<file path="src/motor_map.svh">
`ifndef MOTOR_MAP_SVH
`define MOTOR_MAP_SVH

// ----------------------------------------------------------------------------
// Timing and scaling
// ----------------------------------------------------------------------------
`define CLK_RATE_HZ 20000000
`define MS_PER_S 1000
`define STEPS_PER_REV 500
`define SEC_PER_MIN 60
`define RAMP_REF_RPM 32'h0000_0BB8
`define SLOW_HOME_RPM 13'h003C

// ----------------------------------------------------------------------------
// Setting limits and reset values
// ----------------------------------------------------------------------------
`define SPEED_MAX_RPM 13'h0FA0
`define RAMP_MAX_MS 15'h7530
`define HOME_SPEED_DEF 13'h012C
`define HOME_RAMP_DEF 15'h0064
`define HOME_DIR_DEF 1'h1
`define POS_DEF 24'h00_0000
`define DATA_SPEED_DEF 13'h0000
`define DATA_RAMP_DEF 15'h0064

// ----------------------------------------------------------------------------
// Field sizes
// ----------------------------------------------------------------------------
`define SPEED_W 13
`define RAMP_W 15
`define POS_W 24
`define SEL_W 4
`define DATA_SETS 16

`endif

</file>
<file path="src/motor_pkg.sv">
package motor_pkg;

    // Controller states.
    typedef enum logic [2:0] {
        idle_st,
        seek_st,
        seek_stop_st,
        offset_st,
        preset_st,
        preset_hold_st,
        run_st
    } state_type;

endpackage : motor_pkg

</file>
<file path="src/op_data_mem.sv">
`timescale 1ns/1ps
`include "motor_map.svh"

module op_data_mem #(
    parameter int DEPTH = `DATA_SETS
) (
    input wire logic ref_clk,
    input wire logic rstn,
    input wire logic wr_en,
    input wire logic [`SEL_W-1:0] wr_addr,
    input wire logic [`SPEED_W-1:0] wr_speed,
    input wire logic [`RAMP_W-1:0] wr_acc,
    input wire logic [`RAMP_W-1:0] wr_dec,
    input wire logic [`SEL_W-1:0] rd_addr,
    output logic [`SPEED_W-1:0] rd_speed,
    output logic [`RAMP_W-1:0] rd_acc,
    output logic [`RAMP_W-1:0] rd_dec
);

    initial begin
        if (DEPTH != (1 << `SEL_W)) $error("DEPTH must match the select width");
    end

    logic [`SPEED_W-1:0] speed_mem [DEPTH];
    logic [`RAMP_W-1:0] acc_mem [DEPTH];
    logic [`RAMP_W-1:0] dec_mem [DEPTH];

    // Storage with write port; every set starts at its reset value.
    always_ff @(posedge ref_clk or negedge rstn) begin
        if (!rstn) begin
            for (int i = 0; i < DEPTH; i++) begin
                speed_mem[i] <= `DATA_SPEED_DEF;
                acc_mem[i] <= `DATA_RAMP_DEF;
                dec_mem[i] <= `DATA_RAMP_DEF;
            end
        end else if (wr_en) begin
            speed_mem[wr_addr] <= wr_speed;
            acc_mem[wr_addr] <= wr_acc;
            dec_mem[wr_addr] <= wr_dec;
        end
    end

    // Registered read of the selected set.
    always_ff @(posedge ref_clk or negedge rstn) begin
        if (!rstn) begin
            rd_speed <= `DATA_SPEED_DEF;
            rd_acc <= `DATA_RAMP_DEF;
            rd_dec <= `DATA_RAMP_DEF;
        end else begin
            rd_speed <= speed_mem[rd_addr];
            rd_acc <= acc_mem[rd_addr];
            rd_dec <= dec_mem[rd_addr];
        end
    end

endmodule : op_data_mem

</file>
<file path="src/speed_ramp.sv">
`timescale 1ns/1ps
`include "motor_map.svh"

module speed_ramp #(
    parameter int CYC_PER_MS = `CLK_RATE_HZ / `MS_PER_S
) (
    input wire logic ref_clk,
    input wire logic rstn,
    input wire logic [`SPEED_W-1:0] target,
    input wire logic [`RAMP_W-1:0] acc_ms,
    input wire logic [`RAMP_W-1:0] dec_ms,
    input wire logic direct,
    input wire logic halt,
    output logic [`SPEED_W-1:0] speed
);

    initial begin
        if (CYC_PER_MS < 3000) $error("CYC_PER_MS must be at least 3000");
    end

    // Ramp times are referred to a swing of 3000 r/min.
    logic [31:0] acc;
    wire up = target > speed;
    wire down = target < speed;
    wire [`RAMP_W-1:0] ms = up ? acc_ms : dec_ms;
    wire [31:0] limit = 32'(ms) * 32'(CYC_PER_MS);
    wire [31:0] next_acc = acc + `RAMP_REF_RPM;
    wire step = next_acc >= limit;

    // One r/min per overflow of the rate accumulator.
    always_ff @(posedge ref_clk or negedge rstn) begin
        if (!rstn) begin
            speed <= '0;
            acc <= '0;
        end else if (halt) begin
            speed <= '0;
            acc <= '0;
        end else if (direct || (ms == '0)) begin
            speed <= target;
            acc <= '0;
        end else if (up || down) begin
            acc <= step ? next_acc - limit : next_acc;
            if (step) speed <= up ? speed + 1'b1 : speed - 1'b1;
        end else begin
            acc <= '0;
        end
    end

endmodule : speed_ramp

</file>
<file path="src/homing_run_ctrl.sv">
`timescale 1ns/1ps
`include "motor_map.svh"
// Operation
// RL1 - Offset move after homing sets electrical home
// RL2 - Zero offset: electrical equals mechanical home
// RL3 - Signed 24-bit home offset, 0.72 degree steps
// RL4 - Position zero after homing, preset value otherwise
// RL5 - Homing speed 0 to 4000, default 300
// RL6 - Homing ramp 0 to 30 s, default 0.1
// RL7 - Direction setting 1 positive, 0 negative
// RL8 - Slow homing speed applied directly
// RL9 - Host holds homing request until ready drops
// RL10 - Homing-complete asserted when homing finishes
// RL11 - No homing while free or stop asserted
// RL12 - Preset loads command position with setting
// RL13 - Preset ignored while moving or alarmed
// RL14 - Signed 24-bit preset position, 0.72 degree steps
// RL15 - Homing-complete asserted after preset processing
// RL16 - Host holds preset until homing-complete seen
// RL17 - Nonzero preset never asserts homing-complete
// RL18 - Run continues while a run input holds
// RL19 - Run speed follows selected data set
// RL20 - Release decelerates; same input reaccelerates
// RL21 - Both run inputs decelerate to stop
// RL22 - Sixteen data sets numbered zero to fifteen
// RL23 - Set speed 0 to 4000, ramps referred 3000
// RL24 - Four select inputs form binary set number
// RL25 - Host waits 10 ms after selection change
// RL26 - Ready drops on run, returns after stop
// RL27 - Home sensor rising edge stops seek
// RL28 - Positive input turns positive, negative reverse
// RL29 - Ready low during homing or preset

module homing_run_ctrl #(
    parameter int CLK_HZ = `CLK_RATE_HZ,
    parameter int CYC_PER_MS = CLK_HZ / `MS_PER_S
) (
    input wire logic ref_clk,
    input wire logic rstn,
    input wire logic home_in,
    input wire logic preset_in,
    input wire logic run_positive_in,
    input wire logic run_negative_in,
    input wire logic data_select_bit0,
    input wire logic data_select_bit1,
    input wire logic data_select_bit2,
    input wire logic data_select_bit3,
    input wire logic free_in,
    input wire logic stop_in,
    input wire logic alarm_in,
    input wire logic home_sensor_in,
    input wire logic [`SPEED_W-1:0] home_speed,
    input wire logic [`RAMP_W-1:0] home_ramp_ms,
    input wire logic signed [`POS_W-1:0] home_offset,
    input wire logic home_dir,
    input wire logic signed [`POS_W-1:0] preset_position,
    input wire logic data_wr_en,
    input wire logic [`SEL_W-1:0] data_wr_addr,
    input wire logic [`SPEED_W-1:0] data_wr_speed,
    input wire logic [`RAMP_W-1:0] data_wr_acc,
    input wire logic [`RAMP_W-1:0] data_wr_dec,
    output logic ready,
    output logic home_done,
    output logic moving,
    output logic dir_out,
    output logic step_out,
    output logic signed [`POS_W-1:0] command_position,
    output logic [`SPEED_W-1:0] motor_speed
);

    initial begin
        if (CLK_HZ < 3000 * `MS_PER_S) $error("CLK_HZ too low for the ramp");
    end

    // ------------------------------------------------------------------------
    // Data set selection and ramp
    // ------------------------------------------------------------------------
    motor_pkg::state_type state;
    motor_pkg::state_type next_state;
    logic sensor_q;
    logic [31:0] step_acc;
    logic [`POS_W-1:0] offset_left;
    logic [`SPEED_W-1:0] set_speed;
    logic [`RAMP_W-1:0] set_acc;
    logic [`RAMP_W-1:0] set_dec;

    // The select inputs read as one binary set number.
    wire [`SEL_W-1:0] sel = {data_select_bit3, data_select_bit2, data_select_bit1, data_select_bit0}; // RL24

    op_data_mem #(.DEPTH(`DATA_SETS)) data_mem ( // RL22
        .ref_clk(ref_clk),
        .rstn(rstn),
        .wr_en(data_wr_en),
        .wr_addr(data_wr_addr),
        .wr_speed(data_wr_speed),
        .wr_acc(data_wr_acc),
        .wr_dec(data_wr_dec),
        .rd_addr(sel),
        .rd_speed(set_speed),
        .rd_acc(set_acc),
        .rd_dec(set_dec)
    );

    // Homing speed, homing ramp and set speed above their range are clipped to the documented limits.
    wire [`SPEED_W-1:0] home_spd = (home_speed > `SPEED_MAX_RPM) ? `SPEED_MAX_RPM : home_speed; // RL5
    wire [`RAMP_W-1:0] home_ms = (home_ramp_ms > `RAMP_MAX_MS) ? `RAMP_MAX_MS : home_ramp_ms; // RL6
    wire [`SPEED_W-1:0] run_spd = (set_speed > `SPEED_MAX_RPM) ? `SPEED_MAX_RPM : set_speed; // RL23
    wire homing = (state == motor_pkg::seek_st) || (state == motor_pkg::offset_st);
    wire both_run = run_positive_in && run_negative_in;
    wire one_run = run_positive_in ^ run_negative_in;
    wire want_pos = run_positive_in && !run_negative_in; // RL28
    wire sensor_rise = home_sensor_in && !sensor_q; // RL27
    wire stopped = (motor_speed == '0);
    wire halt_now = homing && (free_in || stop_in);
    wire offset_end = (state == motor_pkg::offset_st) && (offset_left == '0);
    wire home_start = home_in && !free_in && !stop_in; // RL11
    wire preset_ok = preset_in && !moving && !alarm_in; // RL13
    wire run_start = run_positive_in || run_negative_in;
    wire same_dir = stopped || (want_pos == dir_out);

    // Target speed per state; a run holds only while one input matches.
    wire [`SPEED_W-1:0] run_target = (one_run && same_dir) ? run_spd : '0; // RL19 RL20 RL21
    wire [`SPEED_W-1:0] target = homing ? home_spd : (state == motor_pkg::run_st) ? run_target : '0;
    wire [`RAMP_W-1:0] acc_ms = (state == motor_pkg::run_st) ? set_acc : home_ms;
    wire [`RAMP_W-1:0] dec_ms = (state == motor_pkg::run_st) ? set_dec : home_ms;
    // Slow homing skips the ramp on the sensor stop as well as on the seek.
    wire slow_home = (homing || (state == motor_pkg::seek_stop_st)) && (home_spd <= `SLOW_HOME_RPM); // RL8

    speed_ramp #(.CYC_PER_MS(CYC_PER_MS)) ramp (
        .ref_clk(ref_clk),
        .rstn(rstn),
        .target(target),
        .acc_ms(acc_ms),
        .dec_ms(dec_ms),
        .direct(slow_home),
        .halt(offset_end || halt_now),
        .speed(motor_speed)
    );

    // ------------------------------------------------------------------------
    // Step generation
    // ------------------------------------------------------------------------
    localparam logic [31:0] STEP_LIMIT = 32'(`SEC_PER_MIN) * 32'(CLK_HZ);
    wire [31:0] next_step_acc = step_acc + 32'(motor_speed) * 32'(`STEPS_PER_REV);
    wire step_hit = next_step_acc >= STEP_LIMIT;

    // Speed in r/min becomes 500 steps per revolution.
    always_ff @(posedge ref_clk or negedge rstn) begin
        if (!rstn) begin
            step_acc <= '0;
            step_out <= 1'b0;
        end else begin
            step_acc <= step_hit ? next_step_acc - STEP_LIMIT : next_step_acc;
            step_out <= step_hit;
        end
    end

    // ------------------------------------------------------------------------
    // Sequencer
    // ------------------------------------------------------------------------
    // Next state of the homing, preset and run sequencer.
    always_comb begin
        next_state = state;
        unique case (state)
            motor_pkg::idle_st: begin
                if (home_start) next_state = motor_pkg::seek_st;
                else if (preset_ok) next_state = motor_pkg::preset_st;
                else if (run_start) next_state = motor_pkg::run_st; // RL18
            end
            motor_pkg::seek_st: begin
                if (halt_now) next_state = motor_pkg::idle_st;
                else if (sensor_rise) next_state = motor_pkg::seek_stop_st; // RL27
            end
            motor_pkg::seek_stop_st: begin
                if (stopped && (home_offset != '0)) next_state = motor_pkg::offset_st; // RL1
                else if (stopped) next_state = motor_pkg::idle_st; // RL2
            end
            motor_pkg::offset_st: begin
                if (offset_end || halt_now) next_state = motor_pkg::idle_st;
            end
            motor_pkg::preset_st: next_state = motor_pkg::preset_hold_st;
            motor_pkg::preset_hold_st: begin
                if (!preset_in) next_state = motor_pkg::idle_st;
            end
            motor_pkg::run_st: begin
                if (stopped && !run_start) next_state = motor_pkg::idle_st; // RL26
            end
            default: next_state = motor_pkg::idle_st;
        endcase
    end

    // Homing ends at rest with no offset, or when the offset count runs out.
    wire home_finish = ((state == motor_pkg::seek_stop_st) && stopped && (home_offset == '0)) || offset_end;
    wire [`POS_W-1:0] offset_mag = home_offset[`POS_W-1] ? `POS_W'(-home_offset) : home_offset; // RL3

    // State, sensor edge and offset countdown.
    always_ff @(posedge ref_clk or negedge rstn) begin
        if (!rstn) begin
            state <= motor_pkg::idle_st;
            sensor_q <= 1'b0;
            offset_left <= `POS_DEF;
        end else begin
            state <= next_state;
            sensor_q <= home_sensor_in;
            if (state == motor_pkg::seek_stop_st) offset_left <= offset_mag;
            else if (state == motor_pkg::offset_st && step_out && offset_left != '0) offset_left <= offset_left - 1'b1;
        end
    end

    // Direction: homing setting, offset sign, or run input when at rest.
    always_ff @(posedge ref_clk or negedge rstn) begin
        if (!rstn) begin
            dir_out <= `HOME_DIR_DEF;
        end else if (state == motor_pkg::idle_st && home_start) begin
            dir_out <= home_dir; // RL7
        end else if (state == motor_pkg::seek_stop_st && stopped) begin
            dir_out <= !home_offset[`POS_W-1]; // RL1
        end else if ((state == motor_pkg::run_st || next_state == motor_pkg::run_st) && stopped && one_run) begin
            dir_out <= want_pos; // RL28
        end
    end

    // Command position tracks steps; homing zeroes it, preset loads it.
    always_ff @(posedge ref_clk or negedge rstn) begin
        if (!rstn) begin
            command_position <= `POS_DEF;
        end else if (home_finish) begin
            command_position <= `POS_DEF; // RL4
        end else if (state == motor_pkg::preset_st) begin
            command_position <= preset_position; // RL12 RL14
        end else if (step_out) begin
            command_position <= dir_out ? command_position + 1'b1 : command_position - 1'b1;
        end
    end

    // Homing-complete flag and motion status.
    // A preset that is taken clears the flag; a zero preset then sets it again, so the host never sees a stale one.
    always_ff @(posedge ref_clk or negedge rstn) begin
        if (!rstn) begin
            home_done <= 1'b0;
            moving <= 1'b0;
        end else begin
            moving <= (next_state != motor_pkg::idle_st) && (next_state != motor_pkg::preset_st) &&
                (next_state != motor_pkg::preset_hold_st);
            if (home_finish) home_done <= 1'b1; // RL10
            else if (state == motor_pkg::preset_st) home_done <= (preset_position == '0); // RL15 RL17
            else if (state == motor_pkg::idle_st && (home_start || preset_ok || run_start)) home_done <= 1'b0;
        end
    end

    // Ready only at rest in the idle state.
    assign ready = (state == motor_pkg::idle_st); // RL26 RL29

    // ------------------------------------------------------------------------
    // Checks
    // ------------------------------------------------------------------------
    ready_rest_a: assert property (@(posedge ref_clk) disable iff (!rstn) // RL26
        ready |-> !moving && !homing)
        else $error("ready while busy");
    home_block_a: assert property (@(posedge ref_clk) disable iff (!rstn) // RL11
        ready && (free_in || stop_in) |=> state != motor_pkg::seek_st)
        else $error("homing started while free or stop");
    home_dir_a: assert property (@(posedge ref_clk) disable iff (!rstn) // RL7
        ready && home_start |=> dir_out == $past(home_dir))
        else $error("homing direction wrong");
    home_zero_a: assert property (@(posedge ref_clk) disable iff (!rstn) // RL4
        home_finish |=> command_position == '0 && home_done && ready)
        else $error("homing did not zero position");
    preset_load_a: assert property (@(posedge ref_clk) disable iff (!rstn) // RL12
        ready && preset_ok && !home_start |=> ##1 command_position == $past(preset_position, 2))
        else $error("preset value not loaded");
    preset_block_a: assert property (@(posedge ref_clk) disable iff (!rstn) // RL13
        ready && preset_in && alarm_in |=> state != motor_pkg::preset_st)
        else $error("preset taken during alarm");
    preset_flag_a: assert property (@(posedge ref_clk) disable iff (!rstn) // RL17
        state == motor_pkg::preset_st && preset_position != '0 |=> !home_done)
        else $error("homing-complete after nonzero preset");
    both_stop_a: assert property (@(posedge ref_clk) disable iff (!rstn) // RL21
        state == motor_pkg::run_st && both_run && !stopped |=> motor_speed <= $past(motor_speed))
        else $error("speed rose with both inputs");
    run_hold_a: assert property (@(posedge ref_clk) disable iff (!rstn) // RL18
        state == motor_pkg::run_st && run_start |=> state == motor_pkg::run_st)
        else $error("run left while input held");
    slow_home_a: assert property (@(posedge ref_clk) disable iff (!rstn) // RL8
        state == motor_pkg::seek_st && $stable(state) && slow_home && !halt_now |=> motor_speed == $past(home_spd))
        else $error("slow homing speed not applied");
    preset_done_a: assert property (@(posedge ref_clk) disable iff (!rstn) // RL15
        state == motor_pkg::preset_st && preset_position == '0 |=> home_done)
        else $error("homing-complete missing after zero preset");
    slow_stop_a: assert property (@(posedge ref_clk) disable iff (!rstn) // RL8
        state == motor_pkg::seek_stop_st && slow_home |=> stopped)
        else $error("slow homing did not stop at once");

    home_cov: cover property (@(posedge ref_clk) disable iff (!rstn) home_finish);
    preset_cov: cover property (@(posedge ref_clk) disable iff (!rstn)
        state == motor_pkg::preset_st ##1 home_done);
    run_cov: cover property (@(posedge ref_clk) disable iff (!rstn)
        state == motor_pkg::run_st && motor_speed != '0 ##1 !run_start);
    // Offset move and refused homing start are covered as well.
    offset_cov: cover property (@(posedge ref_clk) disable iff (!rstn)
        state == motor_pkg::offset_st && step_out);
    refuse_cov: cover property (@(posedge ref_clk) disable iff (!rstn)
        ready && home_in && (free_in || stop_in));

endmodule : homing_run_ctrl

</file>
<file path="config.mk">
export PLATFORM = sky130hd
export DESIGN_NAME = homing_run_ctrl
export DESIGN_NICKNAME = d
export VERILOG_FILES = /design/src/motor_pkg.sv /design/src/op_data_mem.sv /design/src/speed_ramp.sv /design/src/homing_run_ctrl.sv
export VERILOG_INCLUDE_DIRS = /design/src
export SDC_FILE = /design/constraint.sdc
export NUM_CORES = 2
export LEC_CHECK = 0
export BUFFER_PORTS_ARGS = -buffer_cell sky130_fd_sc_hd__buf_2
export CAP_MARGIN = 20
export CORE_MARGIN = 5
export CORE_UTILIZATION = 45
export DETAILED_ROUTE_END_ITERATION = 10
export PLACE_DENSITY = 0.67
export SLEW_MARGIN = 20
export SYNTH_ARGS = -nofsm -noshare
export SYNTH_HDL_FRONTEND = slang
export SYNTH_SLANG_ARGS = --single-unit
</file>
<file path="constraint.sdc">
create_clock -name ref_clk -period 11.05 [get_ports ref_clk]
set_input_delay 1.6575 -clock ref_clk [delete_from_list [all_inputs] [get_ports ref_clk]]
set_output_delay 1.6575 -clock ref_clk [all_outputs]
set_load 0.02 [all_outputs]
</file>
After elaboration in Yosys (flattened, before gate mapping)
Cells that the tools add are included.
Cells by class
  $add $sub $neg: 10
  multipliers: 2
  magnitude comparators: 11
  equality and inequality tests: 10
  muxes and demuxes: 59
  bitwise operators: 3
  reduce and logical (&&, ||, !) cells: 59
Operator list (count)
  $bwmux W240: 2
  $bwmux W208: 1
  $mux W13: 13
  $mux W24: 7
  $mux W32: 5
  $mux W15: 9
  $bmux W15 S4: 2
  $logic_not A24 Y1: 3
  $demux W15 S4: 1
  $bmux W13 S4: 1
  $demux W13 S4: 1
  $reduce_bool A24 Y1: 2
  $sub A24 B1 Y24 const B: 2
  $add A32 B12 Y32 const B: 1
  $add A32 B22 Y32: 1
  $ge A32 B30 Y1: 1
  $ge A32 B31 Y1 const B: 1
  $sub A32 B30 Y32: 1
  $sub A32 B31 Y32 const B: 1
  $mux W3: 10
  $gt A13 B12 Y1 const B: 2
  $mul A15 B10 Y25 const B: 1
  $add A24 B1 Y24 const B: 1
  $neg A24 Y24: 1
  27 further kinds: 84
Storage, ports and cells
  register bits after elaboration: 864
  output and inout port bits: 42
  word-level logic and storage cells: 216

Logic depth before layout (Yosys ltp)
  depth after elaboration: 16
  mapped depth: 50

Hierarchy
From an unflattened synthesis, not the netlist that was laid out.
Unflattened totals
  cell total of the unflattened synthesis: 4118
  area total of the unflattened synthesis: 49871.6 µm²
By module, submodules not included
  op_data_mem: times used 1, cells an instance 1918, area an instance 31784.2 µm²
  homing_run_ctrl: times used 1, cells an instance 1298, area an instance 10538.9 µm²
  speed_ramp: times used 1, cells an instance 902, area an instance 7548.5 µm²

Least setup slack after synthesis
Ideal clock, no wire load.
  path kind: input to register
  start point: in run_negative_in
  end point: reg ramp.speed[6]
  setup time: 0.094 ns
  data arrival time: 11.432 ns
  path slack: -0.476 ns
  stages: 43
  buffers on the path: 3
  path through: inv_1 ha_1 xnor2_1 o211ai_1 a211oi_1 a22o_1 ha_1 nor2b_1 o21a_1 o21a_1 o21ai_0 a211oi_1 o21bai_1 buf_2 buf_1 mux2i_1 o21ai_0 inv_1 [7 not listed] inv_1 ha_1 and2_1 a31oi_1 o31ai_1 o211a_1 o41ai_1 xnor2_1 ha_1 nand4_1 or3_1 nor4_1 nor3_1 a211oi_2 o21ai_1 buf_2 o31a_1 a211oi_1
On the way
  word-level cells in the longest chain between the ends: 14
  elaborated cells between the ends (all ways): 25
  classes of those cells: 1 x mul; 3 x order compare; 1 x eq/ne; 9 x mux; 1 x bitwise; 10 x reduce/logical
Ends and longest elaborated chain
  start, declared: RTL line homing_run_ctrl.sv:43  | input wire logic run_negative_in,
  $logic_not A1 Y1: RTL line homing_run_ctrl.sv:111  | wire want_pos = run_positive_in && !run_negative_in;
  $logic_and A1 B1 Y1: RTL line homing_run_ctrl.sv:111
  $eq A1 B1 Y1: RTL line homing_run_ctrl.sv:119  | wire same_dir = stopped || (want_pos == dir_out);
  $logic_or A1 B1 Y1: RTL line homing_run_ctrl.sv:119
  $logic_and A1 B1 Y1 *: RTL line homing_run_ctrl.sv:122  | wire [`SPEED_W-1:0] run_target = (one_run && same_dir) ? run_spd : '0;
  $mux W13 *: RTL line homing_run_ctrl.sv:122
  $mux W13 * (2 in a row): RTL line homing_run_ctrl.sv:123  | wire [`SPEED_W-1:0] target = homing ? home_spd : (state == motor_pkg::run_st) ? run_target : '0;
  $gt A13 B13 Y1: RTL line speed_ramp.sv:23  | wire up = target > speed;
  $mux W15 / $mux W13 (equally long branches): RTL line speed_ramp.sv:25, speed_ramp.sv:43
  $mul A15 B10 Y25 (tied with other cells): RTL line speed_ramp.sv:26  | wire [31:0] limit = 32'(ms) * 32'(CYC_PER_MS);
  $ge A32 B30 Y1 (tied with other cells): RTL line speed_ramp.sv:28  | wire step = next_acc >= limit;
  $reduce_bool A3 Y1 (no line) / $mux W13 (equally long branches)
  $reduce_and A2 Y1 (no line) / $mux W13 (equally long branches)
  end signal, assigned: RTL line speed_ramp.sv:39  | speed <= target;
  end signal, assigned: RTL line speed_ramp.sv:43  | if (step) speed <= up ? speed + 1'b1 : speed - 1'b1;
  end, declared: RTL line speed_ramp.sv:14  | output logic [`SPEED_W-1:0] speed
Every way passes the cells marked *; elsewhere a longest branch is shown, timed or not. The select of a mux whose other input is x is not followed.
A chain may end at the register's enable or synchronous reset.

Final worst setup path
Ends and elaborated chain as after synthesis.

==> flow_metrics.tcl <==
set metrics [dict create \
    fin_crit_ns 10.45 \
    cp_slowest_cell "fa_1" \
    pre_cts_slack_ns -0.136 \
    hold_slack_ns 0.486 \
    die_w_microns 338 \
    grt_max_degree 150 \
    crit_path_max_incr_delay_ns 0.50 \
    yosys.cell_types.count 86 \
    critPathCapture "ramp.speed[6]" \
    grt_remaining_overflow 0 \
    worstRegToRegCells 48 \
    r2r-start "ramp.speed[6]" \
    setup_viol 0 \
    worst_pin_slew_ns 1.08 \
    cts_buffers 93 \
    avgViaCountPerCell 5.64 \
    ys_top_cells_by_area "dfrtp_1, mux2_2, mux4_2" \
    grt_use_met1_pct 28.5 \
    hold_start "step_acc[2]" \
    hold_viol 0 \
    fin_crit_sh_pct 94.5 \
    synthCells 3809 \
    synth_edf_count 0 \
    cts_sinks 859 \
    wl_per_cell_microns 21.5 \
    hpwl_microns 75300 \
    gp_congestion 0.847 \
    criticalPathCategory "in -> reg" \
    dr.pass1.iters 5 \
    synth_most_common_cell "dfrtp_1" \
    fin_nets 4448 \
    grt_use_met3_pct 4.01 \
    htreeDepth 3 \
    fmax_mhz 95.7 \
    yosys_warnings 0 \
    crit_path_start "run_negative_in" \
    vias 31070 \
    synth_flop_cell "dfrtp_1" \
    required_ns 11.62 \
    synth.avg_cell_area_sq_um 12.7 \
    netlist_area_sq_um 48300 \
    drt-total-wl_microns 119000 \
    end_kind "flop" \
    pin_count 181 \
    setup_ws_ns 0.605 \
    drc_errors 0 \
    grt_pass1_wl_microns 186000 \
    r2r_setup_slack_ns 0.74 \
    path_clk_slew_ns 0.06 \
    die_h_microns 338 \
    reg2reg_to "ramp.speed[6]" \
    synth_top_cell_by_area "dfrtp_1" \
    setup_tns_ns 0 \
    cp-start-kind "input pin" \
    synth_top_area_share_pct 39.2 \
    flow.area_growth_from_synthesis_pct 13.2 \
    dr.first_iter.drc_count 2059 \
    status "completed" \
    cts_hold_buffers 0 \
    clk_root_buffer_cell "clkbuf_16" \
    met2_usage_pct 34.1 \
    async_flop_share_pct 100 \
    start_util_pct 45.2 \
    grt_usage_pct 20.8 \
    synth_seq_area_share_pct 44.8 \
    io_buffers 180 \
    clk_latency_ns 0.67 \
    rsz0062_at_grt "false" \
    slew_viol_final 0 \
    drive_gt1_share_pct 37.4 \
    grt_pass1_vias 32195 \
    cp.arrival_ns 11.02 \
    max_cap_viol_count 0 \
    clockBufferDepth 3 \
    num_rows 120 \
    dieArea_sq_um 114000 \
    slew_headroom_pct 28.1 \
    synth_common_cells "dfrtp_1, mux2_2, ha_1" \
    ant_nets 0 \
    worstHoldPathType "reg -> reg" \
    fill_cells 9124 \
    synth_fp_nets 4249 \
    ys_ff_latch 859 \
    antenna_found_initial 26 \
    grt_busiest_layer "met2" \
    cts_tree "yes" \
    cp_max_fo 21 \
    core_sq_um 107000 \
    cpMostUsedCell "ha_1" \
    fin_skew_ns 0.0270 \
]
critical path: cells and delay by family:
family | cells | cell delay, ns
buffers and inverters | 11 | 1.33
AOI/OAI and AO/OA | 17 | 3.51
adders and majority gates | 9 | 3.02
muxes | 1 | 0.08
xor gates and xnor gates | 2 | 0.22
and+or+nand+nor | 6 | 1.17
sequential cells by signal, summed over array words and instances (netlist names):
signal	cells
data_mem.acc_mem	240
data_mem.dec_mem	240
data_mem.speed_mem	208
step_acc	30
ramp.acc	29
command_position	24
offset_left	24
data_mem.rd_acc	15
data_mem.rd_dec	15
data_mem.rd_speed	13
ramp.speed	13
state	3
dir_out	1
home_done	1
moving	1
sensor_q	1
step_out	1
timing repair:
item	CTS	global route
setup endpoints to repair	0	35
resized for setup	0	6
setup buffers	0	3
per-stage QoR:
stage,utilization (%),instance area (sq um),cells
after floorplan,-,48300,3809
after global placement,48.1,51300,5313
after detailed placement,48.1,51300,5313
after CTS,51.1,54500,5486
after global routing,51.2,54600,5497
final,51.2,54600,5507
layout make-up:
| cell class | instances | area [sq um] | share of cell area, % |
|---|---|---|---|
| sequential | 859 | 21600 | 39.6 |
| multi-input combinational | 2570 | 25300 | 46.4 |
| clock buffer | 125 | 2650 | 4.85 |
| clock inverter | 48 | 569 | 1.04 |
| antenna | 18 | 45.0 | 0.0824 |
| inverter | 167 | 631 | 1.15 |
| timing repair buffer | 317 | 2020 | 3.69 |
| tap | 1403 | 1760 | 3.21 |
worst min-delay path by stage:
stage,slack [ns],endpoint,cells past startpoint
2_1_floorplan,0.44,step_acc[2],1
3_3_place_gp,0.45,step_acc[2],1
3_5_place_dp,0.48,step_acc[2],1
4_1_cts,0.49,step_acc[2],1
5_1_grt,0.51,data_mem.acc_mem[19],1
6_report,0.49,step_acc[2],1
placed cells by master, fill, tap and decap left out, types with 26 or more instances in the layout:
cell type  synthesis  routed
mux2_2           689     689
fa_1              78      78
o21ai_0          105     103
dfstp_2          103     103
dfrtp_1          756     756
o21a_1            26      26
buf_2              7     175
a21oi_1          130     130
nor3_1            52      51
xor2_1            59      59
a21o_1            42      42
ha_1             223     223
nand2_1          182     181
buf_4              0     134
xnor2_1          127     127
mux4_2           215     215
inv_1            166     165
a211oi_1          47      46
mux2i_1           38      38
nand3_1           46      46
nor2_1           212     201
clkbuf_16          0      96
cell families (layout without fill, tap and decap cells):
kind of cell / Yosys count / after routing / share of synthesized area [%]
xor+xnor: 186 / 186 / 3.37
buf+inv: 380 / 657 / 3.03
simple gates: 659 / 659 / 6.36
fa+ha+maj: 301 / 301 / 9.01
other cells: 1 / 19 / 0.00777
flops: 859 / 859 / 44.8
mux: 943 / 943 / 26.9
compound gates: 480 / 480 / 6.51
layer usage:
layer  vias up  wire (microns)
met5         -               7
met4         2            2970
met3       188            5910
met2       588           57100
met1     16070           52500
li1      14222               -
Power is left out: the tool's default activity adds up to more than one toggle a clock period on the data nets, which glitch-free logic cannot reach.
